[src/agcl_pkg.sv]
// Constants and types shared by the gain control loop files
package agcl_pkg;

  // ----------------------------------------------------------------
  // Register map
  // ----------------------------------------------------------------
  localparam logic [5:0] AGCL_CTRL_MID_ADDR  = 6'h1c;
  localparam logic [7:0] AGCL_CTRL_MID_RESET = 8'h91;

  // Field positions inside gain_loop_control_mid
  localparam int AGCL_HYST_LSB = 6;  // gain_hysteresis_level, 7:6
  localparam int AGCL_WAIT_LSB = 4;  // settle wait select, 5:4
  localparam int AGCL_HOLD_LSB = 2;  // gain_hold_select, 3:2
  localparam int AGCL_LEN_LSB  = 0;  // averaging length / OOK boundary

  // ----------------------------------------------------------------
  // Counts and tables
  // ----------------------------------------------------------------
  // Settle wait is 8, 16, 24 or 32 samples: (select + 1) * 8
  localparam int         AGCL_WAIT_SHIFT = 3;
  // Averaging length is 8, 16, 32 or 64 samples: 8 << select
  localparam logic [6:0] AGCL_LEN_BASE   = 7'h08;
  localparam int         AGCL_LEN_SHIFT  = 3;
  // OOK boundary is 4, 8, 12 or 16 dB: (select + 1) * 4
  localparam int         AGCL_OOK_SHIFT  = 2;

  // Dead zone edges around the target, in magnitude steps
  localparam logic [3:0][3:0] AGCL_DZ_ABOVE = {4'h8, 4'h5, 4'h3, 4'h1};
  localparam logic [3:0][3:0] AGCL_DZ_BELOW = {4'h4, 4'h3, 4'h2, 4'h1};

  // ----------------------------------------------------------------
  // Types
  // ----------------------------------------------------------------
  typedef enum logic [1:0] {
    AGCL_HOLD_NONE    = 2'h0,
    AGCL_HOLD_ON_SYNC = 2'h1,
    AGCL_HOLD_ANALOG  = 2'h2,
    AGCL_HOLD_ALL     = 2'h3
  } agcl_hold_t;

  typedef enum logic [1:0] {
    AGCL_ST_SETTLE = 2'b01,
    AGCL_ST_ACCUM  = 2'b10
  } agcl_state_t;

endpackage

[src/agcl_avg_if.sv]
// Link between the gain loop and its amplitude averager
interface agcl_avg_if #(
  parameter int MAG_W = 8
);
  logic             clear;
  logic             sample_valid;
  logic [MAG_W-1:0] mag;
  logic [1:0]       len_sel;
  logic             avg_valid;
  logic [MAG_W-1:0] avg;

  modport loop (
    output clear,
    output sample_valid,
    output mag,
    output len_sel,
    input  avg_valid,
    input  avg
  );

  modport avg_end (
    input  clear,
    input  sample_valid,
    input  mag,
    input  len_sel,
    output avg_valid,
    output avg
  );
endinterface

[src/agcl_averager.sv]
// Amplitude averager: sums a selectable number of samples
module agcl_averager #(
  parameter int MAG_W = 8
) (
  input  wire logic   core_clk_i,
  input  wire logic   rst_n_i,
  agcl_avg_if.avg_end bus
);

  logic [6:0]       count;
  logic [MAG_W+5:0] sum;
  logic [6:0]       len_n;
  logic [MAG_W+5:0] next_sum;

  // Length is read live so a new select applies to this block of samples
  assign len_n    = agcl_pkg::AGCL_LEN_BASE << bus.len_sel;
  assign next_sum = sum + (MAG_W+6)'(bus.mag);

  // ----------------------------------------------------------------
  // Accumulate and emit one average per block
  // ----------------------------------------------------------------
  always_ff @(posedge core_clk_i or negedge rst_n_i) begin
    if (!rst_n_i) begin
      count         <= 7'h00;
      sum           <= '0;
      bus.avg_valid <= 1'b0;
      bus.avg       <= '0;
    end else if (bus.clear) begin
      count         <= 7'h00;
      sum           <= '0;
      bus.avg_valid <= 1'b0;
    end else begin
      bus.avg_valid <= 1'b0;
      if (bus.sample_valid) begin
        // >= so a shortened length mid-block still ends the block
        if (count + 7'h01 >= len_n) begin
          bus.avg       <= MAG_W'(next_sum >>
                           (agcl_pkg::AGCL_LEN_SHIFT + int'(bus.len_sel)));
          bus.avg_valid <= 1'b1;
          sum           <= '0;
          count         <= 7'h00;
        end else begin
          sum   <= next_sum;
          count <= count + 7'h01;
        end
      end
    end
  end

endmodule

[src/agcl_gain_control.sv]
// Receiver automatic gain control loop with its control register
//
// Operation
// [RULE_01] Level 0..3 picks none, low, medium or large dead zone hysteresis.
// [RULE_02] After a gain step the loop waits 8, 16, 24 or 32 samples.
// [RULE_03] Hold select 0 adjusts gain whenever the dead zone is left.
// [RULE_04] Hold select 1 stops all gain changes once sync is found.
// [RULE_05] Hold select 2 fixes the analogue gain; digital still moves.
// [RULE_06] Hold select 3 fixes both gains for manual override.
// [RULE_07] The amplitude is averaged over 8, 16, 32 or 64 samples.
// [RULE_08] In OOK or ASK mode that field sets a 4, 8, 12 or 16 dB boundary.
// [RULE_09] A new setting applies at the next decision; gains are kept.
module agcl_gain_control #(
  parameter int MAG_W  = 8,
  parameter int GAIN_W = 3
) (
  input  wire logic              core_clk_i,
  input  wire logic              rst_n_i,
  input  wire logic              reg_wr_en_i,
  input  wire logic              reg_rd_en_i,
  input  wire logic [5:0]        reg_addr_i,
  input  wire logic [7:0]        reg_wdata_i,
  output logic      [7:0]        reg_rdata_o,
  input  wire logic              sample_valid_i,
  input  wire logic [MAG_W-1:0]  sample_mag_i,
  input  wire logic [MAG_W-1:0]  mag_target_i,
  input  wire logic              sync_found_i,
  input  wire logic              rx_restart_i,
  input  wire logic              ook_mode_i,
  output logic      [GAIN_W-1:0] analog_gain_o,
  output logic      [GAIN_W-1:0] digital_gain_o,
  output logic      [MAG_W-1:0]  avg_mag_o,
  output logic                   ook_data_o,
  output logic                   settling_o
);

  // ----------------------------------------------------------------
  // Declarations
  // ----------------------------------------------------------------
  localparam logic [GAIN_W-1:0] GAIN_MAX = '1;

  logic [7:0]              gain_loop_control_mid;
  logic [1:0]              gain_hysteresis_level;
  logic [1:0]              wait_sel;
  agcl_pkg::agcl_hold_t    gain_hold_select;
  logic [1:0]              len_sel;
  agcl_pkg::agcl_state_t   state;
  logic [5:0]              settle_cnt;
  logic [5:0]              settle_n;
  logic                    sync_seen;
  logic                    analog_free;
  logic                    digital_free;
  logic signed [MAG_W+1:0] dev;
  logic                    too_high;
  logic                    too_low;
  logic                    step_down_a;
  logic                    step_down_d;
  logic                    step_up_d;
  logic                    step_up_a;
  logic                    stepped;
  logic [4:0]              ook_db;
  logic [MAG_W:0]          ook_lhs;

  agcl_avg_if #(.MAG_W(MAG_W)) avg_bus ();

  // ----------------------------------------------------------------
  // Control register
  // ----------------------------------------------------------------
  // Fields are read live; wait and length selects act on each sample, the others at decisions
  assign gain_hysteresis_level =
    gain_loop_control_mid[agcl_pkg::AGCL_HYST_LSB +: 2];
  assign wait_sel  = gain_loop_control_mid[agcl_pkg::AGCL_WAIT_LSB +: 2];
  assign gain_hold_select = agcl_pkg::agcl_hold_t'(
    gain_loop_control_mid[agcl_pkg::AGCL_HOLD_LSB +: 2]);
  assign len_sel   = gain_loop_control_mid[agcl_pkg::AGCL_LEN_LSB +: 2];

  // Write store; a write touches only this byte, not the gain state
  always_ff @(posedge core_clk_i or negedge rst_n_i) begin
    if (!rst_n_i) begin
      gain_loop_control_mid <= agcl_pkg::AGCL_CTRL_MID_RESET;
    end else if (reg_wr_en_i &&
                 reg_addr_i == agcl_pkg::AGCL_CTRL_MID_ADDR) begin
      gain_loop_control_mid <= reg_wdata_i;  // RULE_09
    end
  end

  // Read data, one cycle after the strobe; other addresses read zero
  always_ff @(posedge core_clk_i or negedge rst_n_i) begin
    if (!rst_n_i) begin
      reg_rdata_o <= 8'h00;
    end else if (reg_rd_en_i) begin
      reg_rdata_o <= (reg_addr_i == agcl_pkg::AGCL_CTRL_MID_ADDR) ?
                     gain_loop_control_mid : 8'h00;
    end
  end

  // ----------------------------------------------------------------
  // Hold policy
  // ----------------------------------------------------------------
  // Sync flag lives until the next receive restart; a sync in the same
  // cycle as the restart wins so the freeze is never missed
  always_ff @(posedge core_clk_i or negedge rst_n_i) begin
    if (!rst_n_i) begin
      sync_seen <= 1'b0;
    end else if (sync_found_i) begin
      sync_seen <= 1'b1;
    end else if (rx_restart_i) begin
      sync_seen <= 1'b0;
    end
  end

  // Which gain stages may move under the current hold select
  always_comb begin
    analog_free  = 1'b0;
    digital_free = 1'b0;
    unique case (gain_hold_select)
      agcl_pkg::AGCL_HOLD_NONE: begin
        analog_free  = 1'b1;  // RULE_03
        digital_free = 1'b1;  // RULE_03
      end
      agcl_pkg::AGCL_HOLD_ON_SYNC: begin
        analog_free  = !sync_seen;  // RULE_04
        digital_free = !sync_seen;  // RULE_04
      end
      agcl_pkg::AGCL_HOLD_ANALOG: begin
        digital_free = 1'b1;  // RULE_05
      end
      agcl_pkg::AGCL_HOLD_ALL: begin
        analog_free  = 1'b0;  // RULE_06
      end
    endcase
  end

  // ----------------------------------------------------------------
  // Gain decision
  // ----------------------------------------------------------------
  // Deviation of the average from target, checked against the dead zone
  assign dev = $signed({2'b00, avg_bus.avg}) -
               $signed({2'b00, mag_target_i});
  assign too_high = dev > $signed({{(MAG_W-2){1'b0}},
    agcl_pkg::AGCL_DZ_ABOVE[gain_hysteresis_level]});  // RULE_01
  assign too_low = dev < -$signed({{(MAG_W-2){1'b0}},
    agcl_pkg::AGCL_DZ_BELOW[gain_hysteresis_level]});  // RULE_01

  // Reduce analogue gain first to protect the front end from overload;
  // raise digital first since it adds no noise figure penalty
  assign step_down_a = too_high && analog_free && analog_gain_o != '0;
  assign step_down_d = too_high && !step_down_a && digital_free &&
                       digital_gain_o != '0;
  assign step_up_d   = too_low && digital_free && digital_gain_o != GAIN_MAX;
  assign step_up_a   = too_low && !step_up_d && analog_free &&
                       analog_gain_o != GAIN_MAX;
  assign stepped     = avg_bus.avg_valid && state == agcl_pkg::AGCL_ST_ACCUM &&
                       (step_down_a || step_down_d || step_up_d || step_up_a);

  // Gains start at full and are never reset by a setting change
  always_ff @(posedge core_clk_i or negedge rst_n_i) begin
    if (!rst_n_i) begin
      analog_gain_o  <= GAIN_MAX;
      digital_gain_o <= GAIN_MAX;
    end else if (stepped) begin
      if (step_down_a) begin
        analog_gain_o <= analog_gain_o - GAIN_W'(1);
      end
      if (step_up_a) begin
        analog_gain_o <= analog_gain_o + GAIN_W'(1);
      end
      if (step_down_d) begin
        digital_gain_o <= digital_gain_o - GAIN_W'(1);
      end
      if (step_up_d) begin
        digital_gain_o <= digital_gain_o + GAIN_W'(1);
      end
    end
  end

  // ----------------------------------------------------------------
  // Settle and accumulate sequence
  // ----------------------------------------------------------------
  // Settle length (select + 1) * 8; widened first so select 3 gives 32
  assign settle_n = 6'({1'b0, wait_sel} + 3'h1)
                    << agcl_pkg::AGCL_WAIT_SHIFT;  // RULE_02

  always_ff @(posedge core_clk_i or negedge rst_n_i) begin
    if (!rst_n_i) begin
      state      <= agcl_pkg::AGCL_ST_SETTLE;
      settle_cnt <= 6'h00;
    end else if (rx_restart_i) begin
      state      <= agcl_pkg::AGCL_ST_SETTLE;
      settle_cnt <= 6'h00;
    end else begin
      unique case (state)
        agcl_pkg::AGCL_ST_SETTLE: begin
          if (sample_valid_i) begin
            if (settle_cnt + 6'h01 >= settle_n) begin  // RULE_02
              state      <= agcl_pkg::AGCL_ST_ACCUM;
              settle_cnt <= 6'h00;
            end else begin
              settle_cnt <= settle_cnt + 6'h01;
            end
          end
        end
        agcl_pkg::AGCL_ST_ACCUM: begin
          if (stepped) begin
            state <= agcl_pkg::AGCL_ST_SETTLE;  // RULE_02
          end
        end
        default: begin
          state      <= agcl_pkg::AGCL_ST_SETTLE;
          settle_cnt <= 6'h00;
        end
      endcase
    end
  end

  assign settling_o = state != agcl_pkg::AGCL_ST_ACCUM;

  // ----------------------------------------------------------------
  // Averager hookup
  // ----------------------------------------------------------------
  // Samples seen while settling are dropped, not accumulated
  assign avg_bus.clear        = settling_o || rx_restart_i;
  assign avg_bus.sample_valid = sample_valid_i;
  assign avg_bus.mag          = sample_mag_i;
  assign avg_bus.len_sel      = len_sel;  // RULE_07

  agcl_averager #(
    .MAG_W (MAG_W)
  ) u_averager (
    .core_clk_i (core_clk_i),
    .rst_n_i    (rst_n_i),
    .bus        (avg_bus.avg_end)
  );

  // Latest average, held for software and the OOK slicer
  always_ff @(posedge core_clk_i or negedge rst_n_i) begin
    if (!rst_n_i) begin
      avg_mag_o <= '0;
    end else if (avg_bus.avg_valid) begin
      avg_mag_o <= avg_bus.avg;
    end
  end

  // ----------------------------------------------------------------
  // OOK slicer
  // ----------------------------------------------------------------
  // Mark when the sample is within the boundary below the average
  // Widened before the add so select 3 gives 16 dB, not a wrap to 0
  assign ook_db  = 5'({1'b0, len_sel} + 3'h1)
                   << agcl_pkg::AGCL_OOK_SHIFT;  // RULE_08
  assign ook_lhs = {1'b0, sample_mag_i} + (MAG_W+1)'(ook_db);

  always_ff @(posedge core_clk_i or negedge rst_n_i) begin
    if (!rst_n_i) begin
      ook_data_o <= 1'b0;
    end else if (sample_valid_i && ook_mode_i) begin
      ook_data_o <= ook_lhs >= {1'b0, avg_mag_o};  // RULE_08
    end
  end

endmodule

[config.mk]
export PLATFORM = sky130hd
export DESIGN_NAME = agcl_gain_control
export DESIGN_NICKNAME = d
export VERILOG_FILES = /design/src/agcl_pkg.sv /design/src/agcl_avg_if.sv /design/src/agcl_averager.sv /design/src/agcl_gain_control.sv
export SDC_FILE = /design/constraint.sdc
export NUM_CORES = 1
export LEC_CHECK = 0
export ABC_AREA = 1
export ABC_CLOCK_PERIOD_IN_PS = 4100
export BUFFER_PORTS_ARGS = -buffer_cell sky130_fd_sc_hd__buf_2
export CORE_ASPECT_RATIO = 0.8
export CORE_MARGIN = 2
export CORE_UTILIZATION = 35
export CTS_CLUSTER_DIAMETER = 30
export DETAILED_ROUTE_END_ITERATION = 8
export SYNTH_ARGS = -nofsm -noshare
export SYNTH_HDL_FRONTEND = slang
export SYNTH_SLANG_ARGS = --single-unit
[constraint.sdc]
create_clock -name core_clk_i -period 4.1 [get_ports core_clk_i]
set_input_delay 0.205 -clock core_clk_i [delete_from_list [all_inputs] [get_ports core_clk_i]]
set_output_delay 0.205 -clock core_clk_i [all_outputs]
set_load 0.01 [all_outputs]
==> results_tabular.tex, run 1 <==
\begin{tabular}{lr}
\hline
Metric & Value \\
\hline
\multicolumn{2}{l}{\textbf{Timing}} \\
Max-slew headroom & 0.380 \\
Final setup vio count & 0 \\
Measured slew at the worst slew-check pin & 0.930 ns \\
Maximum achievable frequency & between 0.2 and 0.3 GHz \\
Setup TNS & 0 ns \\
Final worst clock skew & 0.0106 ns \\
Final clock period utilization by the worst path & 0.816 \\
RSZ-0062 raised after global routing & no \\
Fin crit period & 3.35 ns \\
Max-slew violations & 0 \\
Worst hold slack & -0.0184 ns \\
Number of endpoints with negative hold slack in the final report & 5 \\
\multicolumn{2}{l}{\textbf{Routing}} \\
DRC Markers & 0 \\
Initial detailed-routing violation count & 293 \\
Pre-antenna DRT Iters & 4 \\
Final routed wirelength across all metal layers & 12100 um \\
Antenna Nets Post-Route & 0 \\
Routed via count & 4425 \\
Via density per instance & about 4.8 \\
Detail-routed net length per standard cell & 13.1 um \\
\multicolumn{2}{l}{\textbf{Pwr}} \\
Overall power after layout & 2.08 mW \\
Power density over the cells & 348 mW/mm2 \\
Worst voltage drop across the vdd grid & 0.221 mV \\
Static Leak & 3.18 nW \\
\multicolumn{2}{l}{\textbf{Worst setup path}} \\
Startpoint of the worst setup timing path & u\_averager.bus.avg[0] \\
Terminus of the critical flop-to-flop path & digital\_gain\_o[2] \\
Cells on worst reg2reg path & 24 \\
Delay of the slowest cell on the worst path & 0.41 ns \\
Arrival time reported for the critical path endpoint & 3.63 ns \\
Crit-path leading delay family & simple AND/OR/NAND/NOR gates \\
Required time reported for the critical path endpoint & 4.39 ns \\
Critical Path Most Common Cell & sky130\_fd\_sc\_hd\_\_nand2\_1 \\
Internal reg-to-reg setup slack & 0.75 ns \\
Max Fanout on Critical Path & 4 \\
Kind of launch point of the worst setup path & flip-flop \\
Element type at the critical path end & flip-flop \\
Ordered list of cells on the worst path & inv\_1 -> ha\_1 -> inv\_1 -> fa\_1 -> nand2\_1 -> nand3\_1 -> nand2\_1 -> nand2\_1 -> a21o\_1 -> inv\_1 -> ha\_1 -> nand2\_1 -> inv\_1 -> o21ai\_0 -> nand2\_1 -> nor2\_1 -> nand3\_1 -> nand2\_2 -> nand2\_2 -> fa\_1 -> nand3b\_1 -> nand2\_1 -> nand2\_1 -> nand2\_1 \\
Master of the slowest instance on the critical path & sky130\_fd\_sc\_hd\_\_fa\_1 \\
Type of the worst setup path & reg -> reg \\
Critical path buffers and inverters & 4 \\
Worst reg2reg path startpoint & u\_averager.bus.avg[0] \\
\multicolumn{2}{l}{\textbf{Finish}} \\
Post-layout util & 0.415 \\
Area growth from synthesis to layout & 14.8\% \\
Total Nets Final & 839 \\
Layout cells sized above 1 & 0.152 \\
Number of diodes & 0 \\
\multicolumn{2}{l}{\textbf{Floorplan}} \\
Row Count & 39 \\
Top Ports & 62 \\
Die width & 140 um \\
Die Y-Extent & 113 um \\
Die Footprint & $\sim$0.016 mm2 \\
Initial cell density of the core & 0.362 \\
Area inside the core boundary & 0.0144 mm2 \\
\multicolumn{2}{l}{\textbf{Synth}} \\
Dominant cell type by area after synthesis & sky130\_fd\_sc\_hd\_\_dfrtp\_1 \\
Mean area per synthesized cell & slightly below 8 um2 \\
Cell variety after synth & 44 \\
Area share of the largest cell type after synthesis & 0.288 \\
Yosys warns & 0 \\
Synth top area cells & sky130\_fd\_sc\_hd\_\_dfrtp\_1 29\%, sky130\_fd\_sc\_hd\_\_ha\_1 14\%, sky130\_fd\_sc\_hd\_\_nand2\_1 10\% \\
Cell count after synthesis & 672 \\
Netlist area before placement & around 0.0052 mm2 \\
Portion of the post-synthesis area used by sequential elements & 0.339 \\
Count of state elements after synthesis & 70 \\
\multicolumn{2}{l}{\textbf{Global routing}} \\
Total grt overflow & 0 \\
Pin count of the biggest net entering global routing & 71 \\
Total routing usage reported by global routing & 0.160 \\
First-pass GRT wire length & 20300 um \\
Antenna violations before repair & 1 \\
Vias in the first global route & between 4000 and 5000 \\
\multicolumn{2}{l}{\textbf{CTS}} \\
Buffers inserted by post-CTS timing repair & 0 \\
Max Buffers Root-to-Sink & 2 \\
Hold Buf Count CTS & 0 \\
Number of gates resized after cts & 0 \\
Master cell of the clock root buffer & sky130\_fd\_sc\_hd\_\_clkbuf\_16 \\
TritonCTS clock tree & yes \\
H-Tree Level Count & 3 \\
Total number of clock tree sinks & 70 \\
Number of clock buffers inserted by TritonCTS & 9 \\
Worst skew pair latency & 0.34 ns \\
Post-CTS clock slew at the launch and capture registers of the worst setup and hold paths & 0.06 ns \\
\multicolumn{2}{l}{\textbf{Placed design}} \\
Final weighted congestion in routability-driven placement & 0.878 \\
IO Port Bufs & 61 \\
Sum of net half-perimeters after detailed placement & 9460 um \\
\multicolumn{2}{l}{\textbf{Hold path}} \\
Path category of the worst min-delay check & in -> async \\
\multicolumn{2}{l}{\textbf{Status}} \\
Result of the run & finished, violations left \\
Failing checks & negative hold slack \\
\multicolumn{2}{l}{\textbf{Flow run}} \\
Maxcap violations & 0 \\
\hline
\end{tabular}
[final cells by class]
class / count / area, um2
Fill cell: 1494 / 8420
Multi-Input combinational cell: 482 / 2970
Sequential cell: 70 / 1760
Inverter: 109 / 409
Timing Repair Buffer: 64 / 330
Clock buffer: 11 / 233
Tap cell: 184 / 230
Clock inverter: 5 / 36.3
[where the power goes]
group	switching, mW	leakage, nW	internal (mW)
Clock	0.305	0.122	0.409
Combinational	0.347	2.14	0.223
Sequential	0.0474	0.914	0.746
Total	0.700	3.18	1.38
[kinds of logic (layout without fill, tap and decap cells)]
logic type | Yosys count | after routing | synth area share
buffers and inverters | 122 | 189 | 0.0913
AO/OA/AOI/OAI | 116 | 116 | 0.130
other | 1 | 3 | 0.000720
multiplexers | 1 | 1 | 0.00216
adder cells (fa/ha/maj) | 65 | 65 | 0.163
flip-flops | 70 | 70 | 0.339
AND/OR/NAND/NOR | 272 | 272 | 0.230
XOR/XNOR | 25 | 25 | 0.0435
[synthesized netlist by cell type, drive strengths merged]
cell	instances
a211oi	1
a21boi	1
a21o	1
a21oi	37
a311oi	1
a31oi	4
a32o	4
and2	1
buf	8
clkbuf	5
conb	1
dfrtp	60
dfstp	10
fa	5
ha	60
inv	109
mux2	1
nand2	154
nand3	58
nand3b	3
nand4	8
nor2	39
nor3	7
nor3b	2
o211ai	3
o21a	1
o21ai	47
o21bai	2
o22ai	6
o31ai	8
xnor2	9
xor2	16
[registers in the layout, indices dropped and copies added (netlist names)]
register and flops:
sync_seen 1, digital_gain_o 3, avg_mag_o 8, analog_gain_o 3, reg_rdata_o 8, settle_cnt 6
gain_loop_control_mid 8, ook_data_o 1, state 2, u_averager.sum 14, u_averager.count 7, u_averager.bus.avg_valid 1
u_averager.bus.avg 8
[cells in the final DEF (no fill, tap or decap), types with 3 or more instances in the layout]
master                       netlist  routed
sky130_fd_sc_hd__a21oi_1          36      36
sky130_fd_sc_hd__a31oi_1           4       4
sky130_fd_sc_hd__a32o_1            4       4
sky130_fd_sc_hd__buf_2             5      60
sky130_fd_sc_hd__buf_4             1       4
sky130_fd_sc_hd__clkbuf_16         0       9
sky130_fd_sc_hd__clkinvlp_4        0       3
sky130_fd_sc_hd__conb_1            1       3
sky130_fd_sc_hd__dfrtp_1          60      60
sky130_fd_sc_hd__dfstp_2          10      10
sky130_fd_sc_hd__fa_1              5       5
sky130_fd_sc_hd__ha_1             60      60
sky130_fd_sc_hd__inv_1           107     107
sky130_fd_sc_hd__nand2_1         143     143
sky130_fd_sc_hd__nand2_2          10      10
sky130_fd_sc_hd__nand3_1          55      55
sky130_fd_sc_hd__nand3_2           3       3
sky130_fd_sc_hd__nand3b_1          3       3
sky130_fd_sc_hd__nand4_1           8       8
sky130_fd_sc_hd__nor2_1           37      37
sky130_fd_sc_hd__nor3_1            7       7
sky130_fd_sc_hd__o211ai_1          3       3
sky130_fd_sc_hd__o21ai_0          36      36
sky130_fd_sc_hd__o21ai_1           8       8
sky130_fd_sc_hd__o21ai_2           3       3
sky130_fd_sc_hd__o22ai_1           6       6
sky130_fd_sc_hd__o31ai_1           8       8
sky130_fd_sc_hd__xnor2_1           9       9
sky130_fd_sc_hd__xor2_1           15      15
[routing by layer]
layer / track usage / wire length (um)
met2: 0.227 / 4780
met5: 0 / 0
met4: 0.0418 / 70
met1: 0.238 / 6520
met3: 0.0444 / 713
[stage by stage]
step                instance area [um2]  hold WS [ns]  std cells  setup WS (ns)
floorplan                          5210       -0.0906        674          0.988
CTS                                5980        0.0441        925          0.757
global placement                   5710         0.400        909          0.842
detailed placement                 5710         0.404        909          0.767
finish                             5980       -0.0184        925          0.754
global route                       5980        0.0537        925          0.345
[worst max-delay path by stage]
stage	end	slack, ns	depth (start not counted)
finish	digital_gain_o[2]	0.75	24
global route	analog_gain_o[2]	0.34	24
CTS	digital_gain_o[2]	0.76	24
detailed placement	digital_gain_o[2]	0.77	24
global placement	digital_gain_o[2]	0.84	24
floorplan	digital_gain_o[2]	0.99	24
Power figures use the tool's default switching activity.
==> run 2: changes to the inputs <==
--- a/config.mk
+++ b/config.mk
@@ -6,7 +6,7 @@
 export NUM_CORES = 1
 export LEC_CHECK = 0
 export ABC_AREA = 1
-export ABC_CLOCK_PERIOD_IN_PS = 4100
+export ABC_CLOCK_PERIOD_IN_PS = 3400
 export BUFFER_PORTS_ARGS = -buffer_cell sky130_fd_sc_hd__buf_2
 export CORE_ASPECT_RATIO = 0.8
 export CORE_MARGIN = 2
==> constraint.sdc (replaced) <==
create_clock -name core_clk_i -period 3.4 [get_ports core_clk_i]
set_input_delay 0.17 -clock core_clk_i [delete_from_list [all_inputs] [get_ports core_clk_i]]
set_output_delay 0.17 -clock core_clk_i [all_outputs]
set_load 0.01 [all_outputs]
==> run 2 against run 1 <==
  * The run still ends with negative hold slack left
  * Clock skew fell by 0.0051 ns
  * Sequential share of layout area shrank 0.90 points
  * Wire length grew 3.2%
  * Core utilization is 1.3 points higher
==> results_tabular.tex, run 2 (same netlist as run 1, synthesis figures left out) <==
\begin{tabular}{lr}
\hline
Metric & Value \\
\hline
\multicolumn{2}{l}{\textbf{CTS}} \\
TritonCTS clock tree & yes \\
Hold Buf Count CTS & 0 (unchanged) \\
Master cell of the clock root buffer & sky130\_fd\_sc\_hd\_\_clkbuf\_16 \\
H-Tree Level Count & 3 (unchanged) \\
Number of clock buffers inserted by TritonCTS & 9 (unchanged) \\
Total number of clock tree sinks & 70 (unchanged) \\
Post-CTS clock slew at the launch and capture registers of the worst setup and hold paths & 0.06 ns (about the same) \\
Max Buffers Root-to-Sink & 2 (unchanged) \\
Worst skew pair latency & 0.33 ns (about the same) \\
\multicolumn{2}{l}{\textbf{Worst setup path}} \\
Crit-path leading delay family & simple AND/OR/NAND/NOR gates \\
Max Fanout on Critical Path & 4 (unchanged) \\
Cells on worst reg2reg path & 24 (unchanged) \\
Master of the slowest instance on the critical path & sky130\_fd\_sc\_hd\_\_fa\_2 \\
Arrival time reported for the critical path endpoint & 3.53 ns (-0.10 ns) \\
Element type at the critical path end & flip-flop \\
Critical Path Stages & 24 (unchanged) \\
Required time reported for the critical path endpoint & 3.68 ns (-0.71 ns) \\
Critical path buffers and inverters & 4 (unchanged) \\
Delay of the slowest cell on the worst path & 0.40 ns (about the same) \\
Internal reg-to-reg setup slack & 0.15 ns (-0.60 ns) \\
Kind of launch point of the worst setup path & flip-flop \\
Critical Path Most Common Cell & sky130\_fd\_sc\_hd\_\_nand2\_1 \\
Ordered list of cells on the worst path & inv\_2 -> ha\_4 -> inv\_2 -> fa\_2 -> nand2\_2 -> nand3\_1 -> nand2\_1 -> nand2\_1 -> a21o\_1 -> inv\_2 -> ha\_4 -> nand2\_2 -> inv\_2 -> o21ai\_0 -> nand2\_1 -> nor2\_2 -> nand3\_1 -> nand2\_2 -> nand2\_4 -> fa\_2 -> nand3b\_1 -> nand2\_1 -> nand2\_1 -> nand2\_1 \\
Type of the worst setup path & reg -> reg \\
\multicolumn{2}{l}{\textbf{Finish}} \\
Layout cells sized above 1 & 0.188 (+0.0353) \\
Total Nets Final & 849 (+1.2\%) \\
Most common library cell in the layout ignoring fill and taps & sky130\_fd\_sc\_hd\_\_nand2\_1 \\
Summed area of non-filler cells in the final layout & 0.00616 mm2 (+3.2\%) \\
Register with the most flip-flops & u\_averager.sum \\
Number of flip-flops in the largest register & 14 (unchanged) \\
Number of diodes & 0 (unchanged) \\
Area growth from synthesis to layout & 18.4\% \\
Filler cell count in the final layout & 1481 (-0.87\%) \\
Most frequent cells in the layout & 141 x sky130\_fd\_sc\_hd\_\_nand2\_1, 103 x sky130\_fd\_sc\_hd\_\_inv\_1, 60 x sky130\_fd\_sc\_hd\_\_dfrtp\_1, 60 x sky130\_fd\_sc\_hd\_\_buf\_2, 55 x sky130\_fd\_sc\_hd\_\_ha\_1 \\
\multicolumn{2}{l}{\textbf{Timing}} \\
Maximum achievable frequency & 0.308 GHz (+3.0\%) \\
Final setup vio count & 0 (unchanged) \\
Max-slew headroom & 0.384 (+0.00354) \\
Final clock period utilization by the worst path & 0.955 (+0.139) \\
Final worst clock skew & 0.00555 ns (-0.00506 ns) \\
Number of endpoints with negative hold slack in the final report & 36 (+31) \\
Measured slew at the worst slew-check pin & 0.924 ns (-0.00531 ns) \\
Setup TNS & 0 ns (unchanged) \\
Final critical-path setup slack & 0.152 ns (-0.602 ns) \\
Max-slew violations & 0 (unchanged) \\
Fin crit period & 3.25 ns (-0.0983 ns) \\
Worst hold slack & -0.0253 ns (-0.00695 ns) \\
\multicolumn{2}{l}{\textbf{Global routing}} \\
Antenna violations before repair & 0 (-1) \\
First-pass GRT wire length & 20700 um (+2.0\%) \\
Pin count of the biggest net entering global routing & 71 (unchanged) \\
Vias in the first global route & 4211 (+0.45\%) \\
Total grt overflow & 0 (unchanged) \\
Total routing usage reported by global routing & 0.161 (+0.00117) \\
\multicolumn{2}{l}{\textbf{Floorplan}} \\
Row Count & 39 (unchanged) \\
Initial cell density of the core & 0.362 (unchanged) \\
Area inside the core boundary & 0.0144 mm2 (unchanged) \\
Die width & 140 um (unchanged) \\
Die Footprint & 0.0159 mm2 (unchanged) \\
Top Ports & 62 (unchanged) \\
Die Y-Extent & 113 um (unchanged) \\
\multicolumn{2}{l}{\textbf{Placed design}} \\
Final weighted congestion in routability-driven placement & 0.851 (-3.1\%) \\
Post-placement cell area & 0.00574 mm2 (+0.53\%) \\
Worst slack at placement & 0.0222 ns (-0.745 ns) \\
IO Port Bufs & 61 (unchanged) \\
Sum of net half-perimeters after detailed placement & 9570 um (+1.1\%) \\
\multicolumn{2}{l}{\textbf{Routing}} \\
Initial detailed-routing violation count & 241 (-18\%) \\
Pre-antenna DRT Iters & 5 (+1) \\
Final routed wirelength across all metal layers & 12500 um (+3.2\%) \\
Antenna Nets Post-Route & 0 (unchanged) \\
Detail-routed net length per standard cell & 13.3 um (+2.1\%) \\
Via density per instance & 4.86 (+1.6\%) \\
DRC Markers & 0 (unchanged) \\
Routed via count & 4545 (+2.7\%) \\
\multicolumn{2}{l}{\textbf{Pwr}} \\
Static Leak & 3.24 nW (+2.1\%) \\
Power density over the cells & 428 mW/mm2 (+23\%) \\
Worst voltage drop across the vdd grid & 0.309 mV (+40\%) \\
Overall power after layout & 2.64 mW (+27\%) \\
\multicolumn{2}{l}{\textbf{Status}} \\
Failing checks & negative hold slack \\
Result of the run & finished, violations left \\
\multicolumn{2}{l}{\textbf{Flow run}} \\
Maxcap violations & 0 (unchanged) \\
\multicolumn{2}{l}{\textbf{Hold path}} \\
Path category of the worst min-delay check & in -> async \\
\hline
\end{tabular}
## run 2: cell count changes in the layout (fill, tap and decap cells not counted), moves of 2 or more
cell,previous run,this run
sky130_fd_sc_hd__buf_4,4,14
sky130_fd_sc_hd__ha_1,60,55
sky130_fd_sc_hd__ha_4,0,5
sky130_fd_sc_hd__inv_1,107,103
sky130_fd_sc_hd__inv_2,2,6
sky130_fd_sc_hd__fa_1,5,2
sky130_fd_sc_hd__fa_2,0,3
sky130_fd_sc_hd__nand2_1,143,141
## run 2: layout make-up
| class | instances | area [um2] | area share |
|---|---|---|---|
| Clock buffer | 10 | 229 | 0.0371 |
| Clock inverter | 6 | 62.6 | 0.0101 |
| Inverter | 109 | 409 | 0.0664 |
| Multi-Input combinational cell | 482 | 3060 | 0.497 |
| Sequential cell | 70 | 1760 | 0.286 |
| Tap cell | 184 | 230 | 0.0373 |
| Timing Repair Buffer | 74 | 405 | 0.0658 |
## run 2: timing repair
| action | 4_1_cts | 5_1_grt |
|---|---|---|
| endpoints found under the setup margin | 0 | 4 |
| buffers inserted | 0 | 6 |
| gates resized for setup | 0 | 19 |
## run 2: worst reg2reg max path, stage by stage (launching register included)
cell and delay [ns]:
sky130_fd_sc_hd__dfrtp_1 0.39, sky130_fd_sc_hd__inv_2 0.09, sky130_fd_sc_hd__ha_4 0.13, sky130_fd_sc_hd__inv_2 0.03
sky130_fd_sc_hd__fa_2 0.40, sky130_fd_sc_hd__nand2_2 0.08, sky130_fd_sc_hd__nand3_1 0.06, sky130_fd_sc_hd__nand2_1 0.08
sky130_fd_sc_hd__nand2_1 0.05, sky130_fd_sc_hd__a21o_1 0.20, sky130_fd_sc_hd__inv_2 0.08, sky130_fd_sc_hd__ha_4 0.21
sky130_fd_sc_hd__nand2_2 0.06, sky130_fd_sc_hd__inv_2 0.04, sky130_fd_sc_hd__o21ai_0 0.08, sky130_fd_sc_hd__nand2_1 0.10
sky130_fd_sc_hd__nor2_2 0.11, sky130_fd_sc_hd__nand3_1 0.10, sky130_fd_sc_hd__nand2_2 0.13, sky130_fd_sc_hd__nand2_4 0.07
sky130_fd_sc_hd__fa_2 0.36, sky130_fd_sc_hd__nand3b_1 0.16, sky130_fd_sc_hd__nand2_1 0.07, sky130_fd_sc_hd__nand2_1 0.05
sky130_fd_sc_hd__nand2_1 0.06
## run 2: where the power goes
part / switching, mW / leakage (nW) / internal, mW
Combinational: 0.449 / 2.19 / 0.300
Sequential: 0.0557 / 0.914 / 0.900
Clock: 0.368 / 0.134 / 0.565
## run 2: stage by stage
| step | utilization | std cells |
|---|---|---|
| after CTS | 0.419 | 929 |
| after detailed placement | 0.399 | 913 |
| final | 0.428 | 935 |
| after floorplan | - | 674 |
| after global placement | 0.399 | 913 |
| after global routing | 0.428 | 935 |
## run 2: per-layer routing
metal	wire [um]	global-route usage	vias up
met1	6730	0.244	2090
met4	114	0.0283	0
met3	579	0.0377	12
met5	0	0	-
li1	-	-	2354
met2	5050	0.236	89
## run 2: worst paths after layout
kind	start	endpoint
max	u_averager.bus.avg[0]	analog_gain_o[2]
min	rst_n_i	u_averager.sum[1]
max reg2reg	u_averager.bus.avg[0]	analog_gain_o[2]
min reg2reg	reg_rdata_o[2]	reg_rdata_o[2]
max in group asynchronous	rst_n_i	gain_loop_control_mid[5]
min in group core_clk_i	sync_found_i	sync_seen
==> run 3: changes to the inputs <==
--- a/config.mk
+++ b/config.mk
@@ -7,12 +7,13 @@
 export LEC_CHECK = 0
 export ABC_AREA = 1
 export ABC_CLOCK_PERIOD_IN_PS = 3400
-export BUFFER_PORTS_ARGS = -buffer_cell sky130_fd_sc_hd__buf_2
 export CORE_ASPECT_RATIO = 0.8
 export CORE_MARGIN = 2
 export CORE_UTILIZATION = 35
 export CTS_CLUSTER_DIAMETER = 30
 export DETAILED_ROUTE_END_ITERATION = 8
+export DONT_BUFFER_PORTS = 1
+export GPL_TIMING_DRIVEN = 0
 export SYNTH_ARGS = -nofsm -noshare
 export SYNTH_HDL_FRONTEND = slang
 export SYNTH_SLANG_ARGS = --single-unit
==> run 3 against run 2 <==
  * The run now ends clean
  * First-iteration DRC count up 0.41%
  * Global-route usage increased by 0.27 points
  * Sequential power about the same
  * Clock power up 2.9%
  * Flip-flop and latch count stayed put
  * Via count fell by 3.8%
  * Sequential share of layout area up 0.65 points
==> results_tabular.tex, run 3 (same netlist as run 1, synthesis figures left out) <==
\begin{tabular}{lr}
\hline
Metric & Value \\
\hline
\multicolumn{2}{l}{\textbf{Pwr}} \\
Switch share & 0.353 (+0.0223) \\
Clock group share of total power & 0.363 (+0.009) \\
Power density over the cells & 439 mW/mm2 (+2.7\%) \\
Static Leak & 3.07 nW (-5.2\%) \\
Portion of total power attributed to sequential cells & 0.361 (about the same) \\
Overall power after layout & 2.65 mW (+0.40\%) \\
Internal power consumption & 1.71 mW (-2.9\%) \\
Worst voltage drop across the vdd grid & 0.253 mV (-18\%) \\
Net switching power of the design & 0.935 mW (+7.2\%) \\
Combinational cell fraction of total power & 0.277 (-0.007) \\
\multicolumn{2}{l}{\textbf{CTS}} \\
Master cell of the clock root buffer & sky130\_fd\_sc\_hd\_\_clkbuf\_16 \\
Post-CTS clock slew at the launch and capture registers of the worst setup and hold paths & 0.07 ns (about the same) \\
Worst skew pair latency & 0.35 ns (+0.02 ns) \\
Total number of clock tree sinks & 70 (unchanged) \\
Number of clock buffers inserted by TritonCTS & 9 (unchanged) \\
Max Buffers Root-to-Sink & 2 (unchanged) \\
H-Tree Level Count & 3 (unchanged) \\
TritonCTS clock tree & yes \\
\multicolumn{2}{l}{\textbf{Timing}} \\
Final critical-path setup slack & 0.125 ns (-0.0268 ns) \\
Number of endpoints with negative hold slack in the final report & 0 (-100\%) \\
Maximum achievable frequency & 0.305 GHz (-0.82\%) \\
Max-slew headroom & 0.648 (+0.265) \\
Fin crit period & 3.27 ns (+0.0268 ns) \\
Final clock period utilization by the worst path & 0.963 (+0.00788) \\
RSZ-0062 raised after global routing & yes \\
Worst hold slack & 0.00986 ns (+0.0352 ns) \\
Measured slew at the worst slew-check pin & 0.528 ns (-0.397 ns) \\
Setup TNS & 0 ns (unchanged) \\
Max-slew violations & 0 (unchanged) \\
Final setup vio count & 0 (unchanged) \\
Final worst clock skew & 0.0100 ns (+0.00448 ns) \\
\multicolumn{2}{l}{\textbf{Floorplan}} \\
Top Ports & 62 (unchanged) \\
Area inside the core boundary & 0.0144 mm2 (unchanged) \\
Die Y-Extent & 113 um (unchanged) \\
Die Footprint & 0.0159 mm2 (unchanged) \\
Die width & 140 um (unchanged) \\
Initial cell density of the core & 0.362 (unchanged) \\
Row Count & 39 (unchanged) \\
\multicolumn{2}{l}{\textbf{Placed design}} \\
IO Port Bufs & 0 (-100\%) \\
Placed Instances & 858 (-6.0\%) \\
Worst slack at placement & -0.115 ns (-0.137 ns) \\
Sum of net half-perimeters after detailed placement & 9530 um (-0.41\%) \\
Final weighted congestion in routability-driven placement & 0.870 (+2.3\%) \\
Post-placement cell area & 0.00544 mm2 (-5.1\%) \\
\multicolumn{2}{l}{\textbf{Global routing}} \\
Total grt overflow & 0 (unchanged) \\
Antenna violations before repair & 0 (unchanged) \\
Vias in the first global route & 4130 (-1.9\%) \\
First-pass GRT wire length & 20800 um (+0.74\%) \\
Total routing usage reported by global routing & 0.164 (+0.00275) \\
Pin count of the biggest net entering global routing & 71 (unchanged) \\
\multicolumn{2}{l}{\textbf{Worst setup path}} \\
Internal reg-to-reg setup slack & 0.13 ns (-0.03 ns) \\
Cells on worst reg2reg path & 24 (unchanged) \\
Kind of launch point of the worst setup path & flip-flop \\
Element type at the critical path end & flip-flop \\
Type of the worst setup path & reg -> reg \\
Max Fanout on Critical Path & 4 (unchanged) \\
Arrival time reported for the critical path endpoint & 3.57 ns (+0.04 ns) \\
Required time reported for the critical path endpoint & 3.70 ns (+0.02 ns) \\
\multicolumn{2}{l}{\textbf{Finish}} \\
Most frequent cells in the layout & 139 x sky130\_fd\_sc\_hd\_\_nand2\_1, 104 x sky130\_fd\_sc\_hd\_\_inv\_1, 60 x sky130\_fd\_sc\_hd\_\_dfrtp\_1 \\
Area of combinational cells with multiple inputs & 0.00309 mm2 (+0.78\%) \\
Summed area of non-filler cells in the final layout & 0.00603 mm2 (-2.2\%) \\
Number of diodes & 0 (unchanged) \\
Most common library cell in the layout ignoring fill and taps & sky130\_fd\_sc\_hd\_\_nand2\_1 \\
Layout cells sized above 1 & 0.124 (-0.0633) \\
Number of flip-flops in the largest register & 14 (unchanged) \\
Area growth from synthesis to layout & 15.8\% \\
Filler cell count in the final layout & 1464 (-1.1\%) \\
Post-layout util & 0.419 (-0.00948) \\
Sequential cell area & 0.00176 mm2 (unchanged) \\
Register with the most flip-flops & u\_averager.sum \\
Total Nets Final & 805 (-5.2\%) \\
Count of non-filler cells in the finished layout & 891 (-4.7\%) \\
\multicolumn{2}{l}{\textbf{Routing}} \\
Initial detailed-routing violation count & 242 (+0.41\%) \\
Via density per instance & 4.91 (+0.97\%) \\
Pre-antenna DRT Iters & 5 (unchanged) \\
Detail-routed net length per standard cell & 14.3 um (+6.9\%) \\
Routed via count & 4373 (-3.8\%) \\
Final routed wirelength across all metal layers & 12700 um (+1.9\%) \\
Antenna Nets Post-Route & 0 (unchanged) \\
DRC Markers & 0 (unchanged) \\
\multicolumn{2}{l}{\textbf{Hold path}} \\
Path category of the worst min-delay check & in -> reg \\
Number of cells traversed by the worst hold path & 2 \\
\multicolumn{2}{l}{\textbf{Status}} \\
Result of the run & completed \\
\multicolumn{2}{l}{\textbf{Flow run}} \\
Maxcap violations & 0 (unchanged) \\
\hline
\end{tabular}
-- run 3: area by class of cell --
type | instances | area share
well taps | 184 | 0.0382
repair buffers | 18 | 0.0299
clock inverters | 7 | 0.0114
inverters | 109 | 0.0679
plain buffers | 12 | 0.0104
flip-flops and latches | 70 | 0.293
multi-input cells | 482 | 0.512
clock buffers | 9 | 0.0374
-- run 3: worst max-delay path, cell delays in order (launching register included) --
cell,delay [ns]
sky130_fd_sc_hd__dfrtp_1,0.39
sky130_fd_sc_hd__inv_2,0.11
sky130_fd_sc_hd__ha_4,0.13
sky130_fd_sc_hd__inv_1,0.05
sky130_fd_sc_hd__fa_2,0.41
sky130_fd_sc_hd__nand2_2,0.09
sky130_fd_sc_hd__nand3_2,0.06
sky130_fd_sc_hd__nand2_2,0.08
sky130_fd_sc_hd__nand2_2,0.06
sky130_fd_sc_hd__a21o_1,0.21
sky130_fd_sc_hd__inv_2,0.08
sky130_fd_sc_hd__ha_4,0.20
sky130_fd_sc_hd__nand2_1,0.07
sky130_fd_sc_hd__inv_2,0.04
sky130_fd_sc_hd__nand3_2,0.07
sky130_fd_sc_hd__a21oi_2,0.04
sky130_fd_sc_hd__nor2_2,0.15
sky130_fd_sc_hd__nand3_2,0.11
sky130_fd_sc_hd__nand2_4,0.12
sky130_fd_sc_hd__nand2_4,0.07
sky130_fd_sc_hd__fa_2,0.36
sky130_fd_sc_hd__nand3b_1,0.16
sky130_fd_sc_hd__nand2_1,0.06
sky130_fd_sc_hd__nand2_1,0.05
sky130_fd_sc_hd__nand2_1,0.06
-- run 3: path summary, 6_finish.rpt --
kind,start,end
hold / removal,reg_wdata_i[0],gain_loop_control_mid[0]
hold reg to reg,u_averager.count[0],u_averager.count[0]
setup / recovery,u_averager.bus.avg[0],digital_gain_o[2]
max in group asynchronous,rst_n_i,analog_gain_o[0]
min in group asynchronous,rst_n_i,u_averager.sum[11]
setup reg to reg,u_averager.bus.avg[0],digital_gain_o[2]
-- run 3: power groups by stage --
stage / Sequential, mW / Clock, mW / Combinational, mW
floorplan: 0.953 / 0 / 0.517
global route: 0.964 / 1.02 / 0.857
detailed placement: 0.968 / 0 / 0.648
CTS: 0.954 / 0.982 / 0.688
global placement: 0.968 / 0 / 0.642
finish: 0.955 / 0.960 / 0.732
-- run 3: repair_timing --
item | CTS | global route
setup endpoints to repair | 4 | 5
hold buffers | 11 | 0
gates resized for setup | 3 | 25
endpoints found under the hold margin | 78 | 0
setup buffers | 0 | 7
pin swaps | 1 | 16
-- run 3: routing by layer --
layer | routed length [um] | GRT usage | vias to the layer above
met2 | 5120 | 0.239 | 94
met3 | 800 | 0.0474 | 9
met5 | 0 | 0 | -
met4 | 86 | 0.0303 | 0
met1 | 6700 | 0.242 | 2006
li1 | - | - | 2264
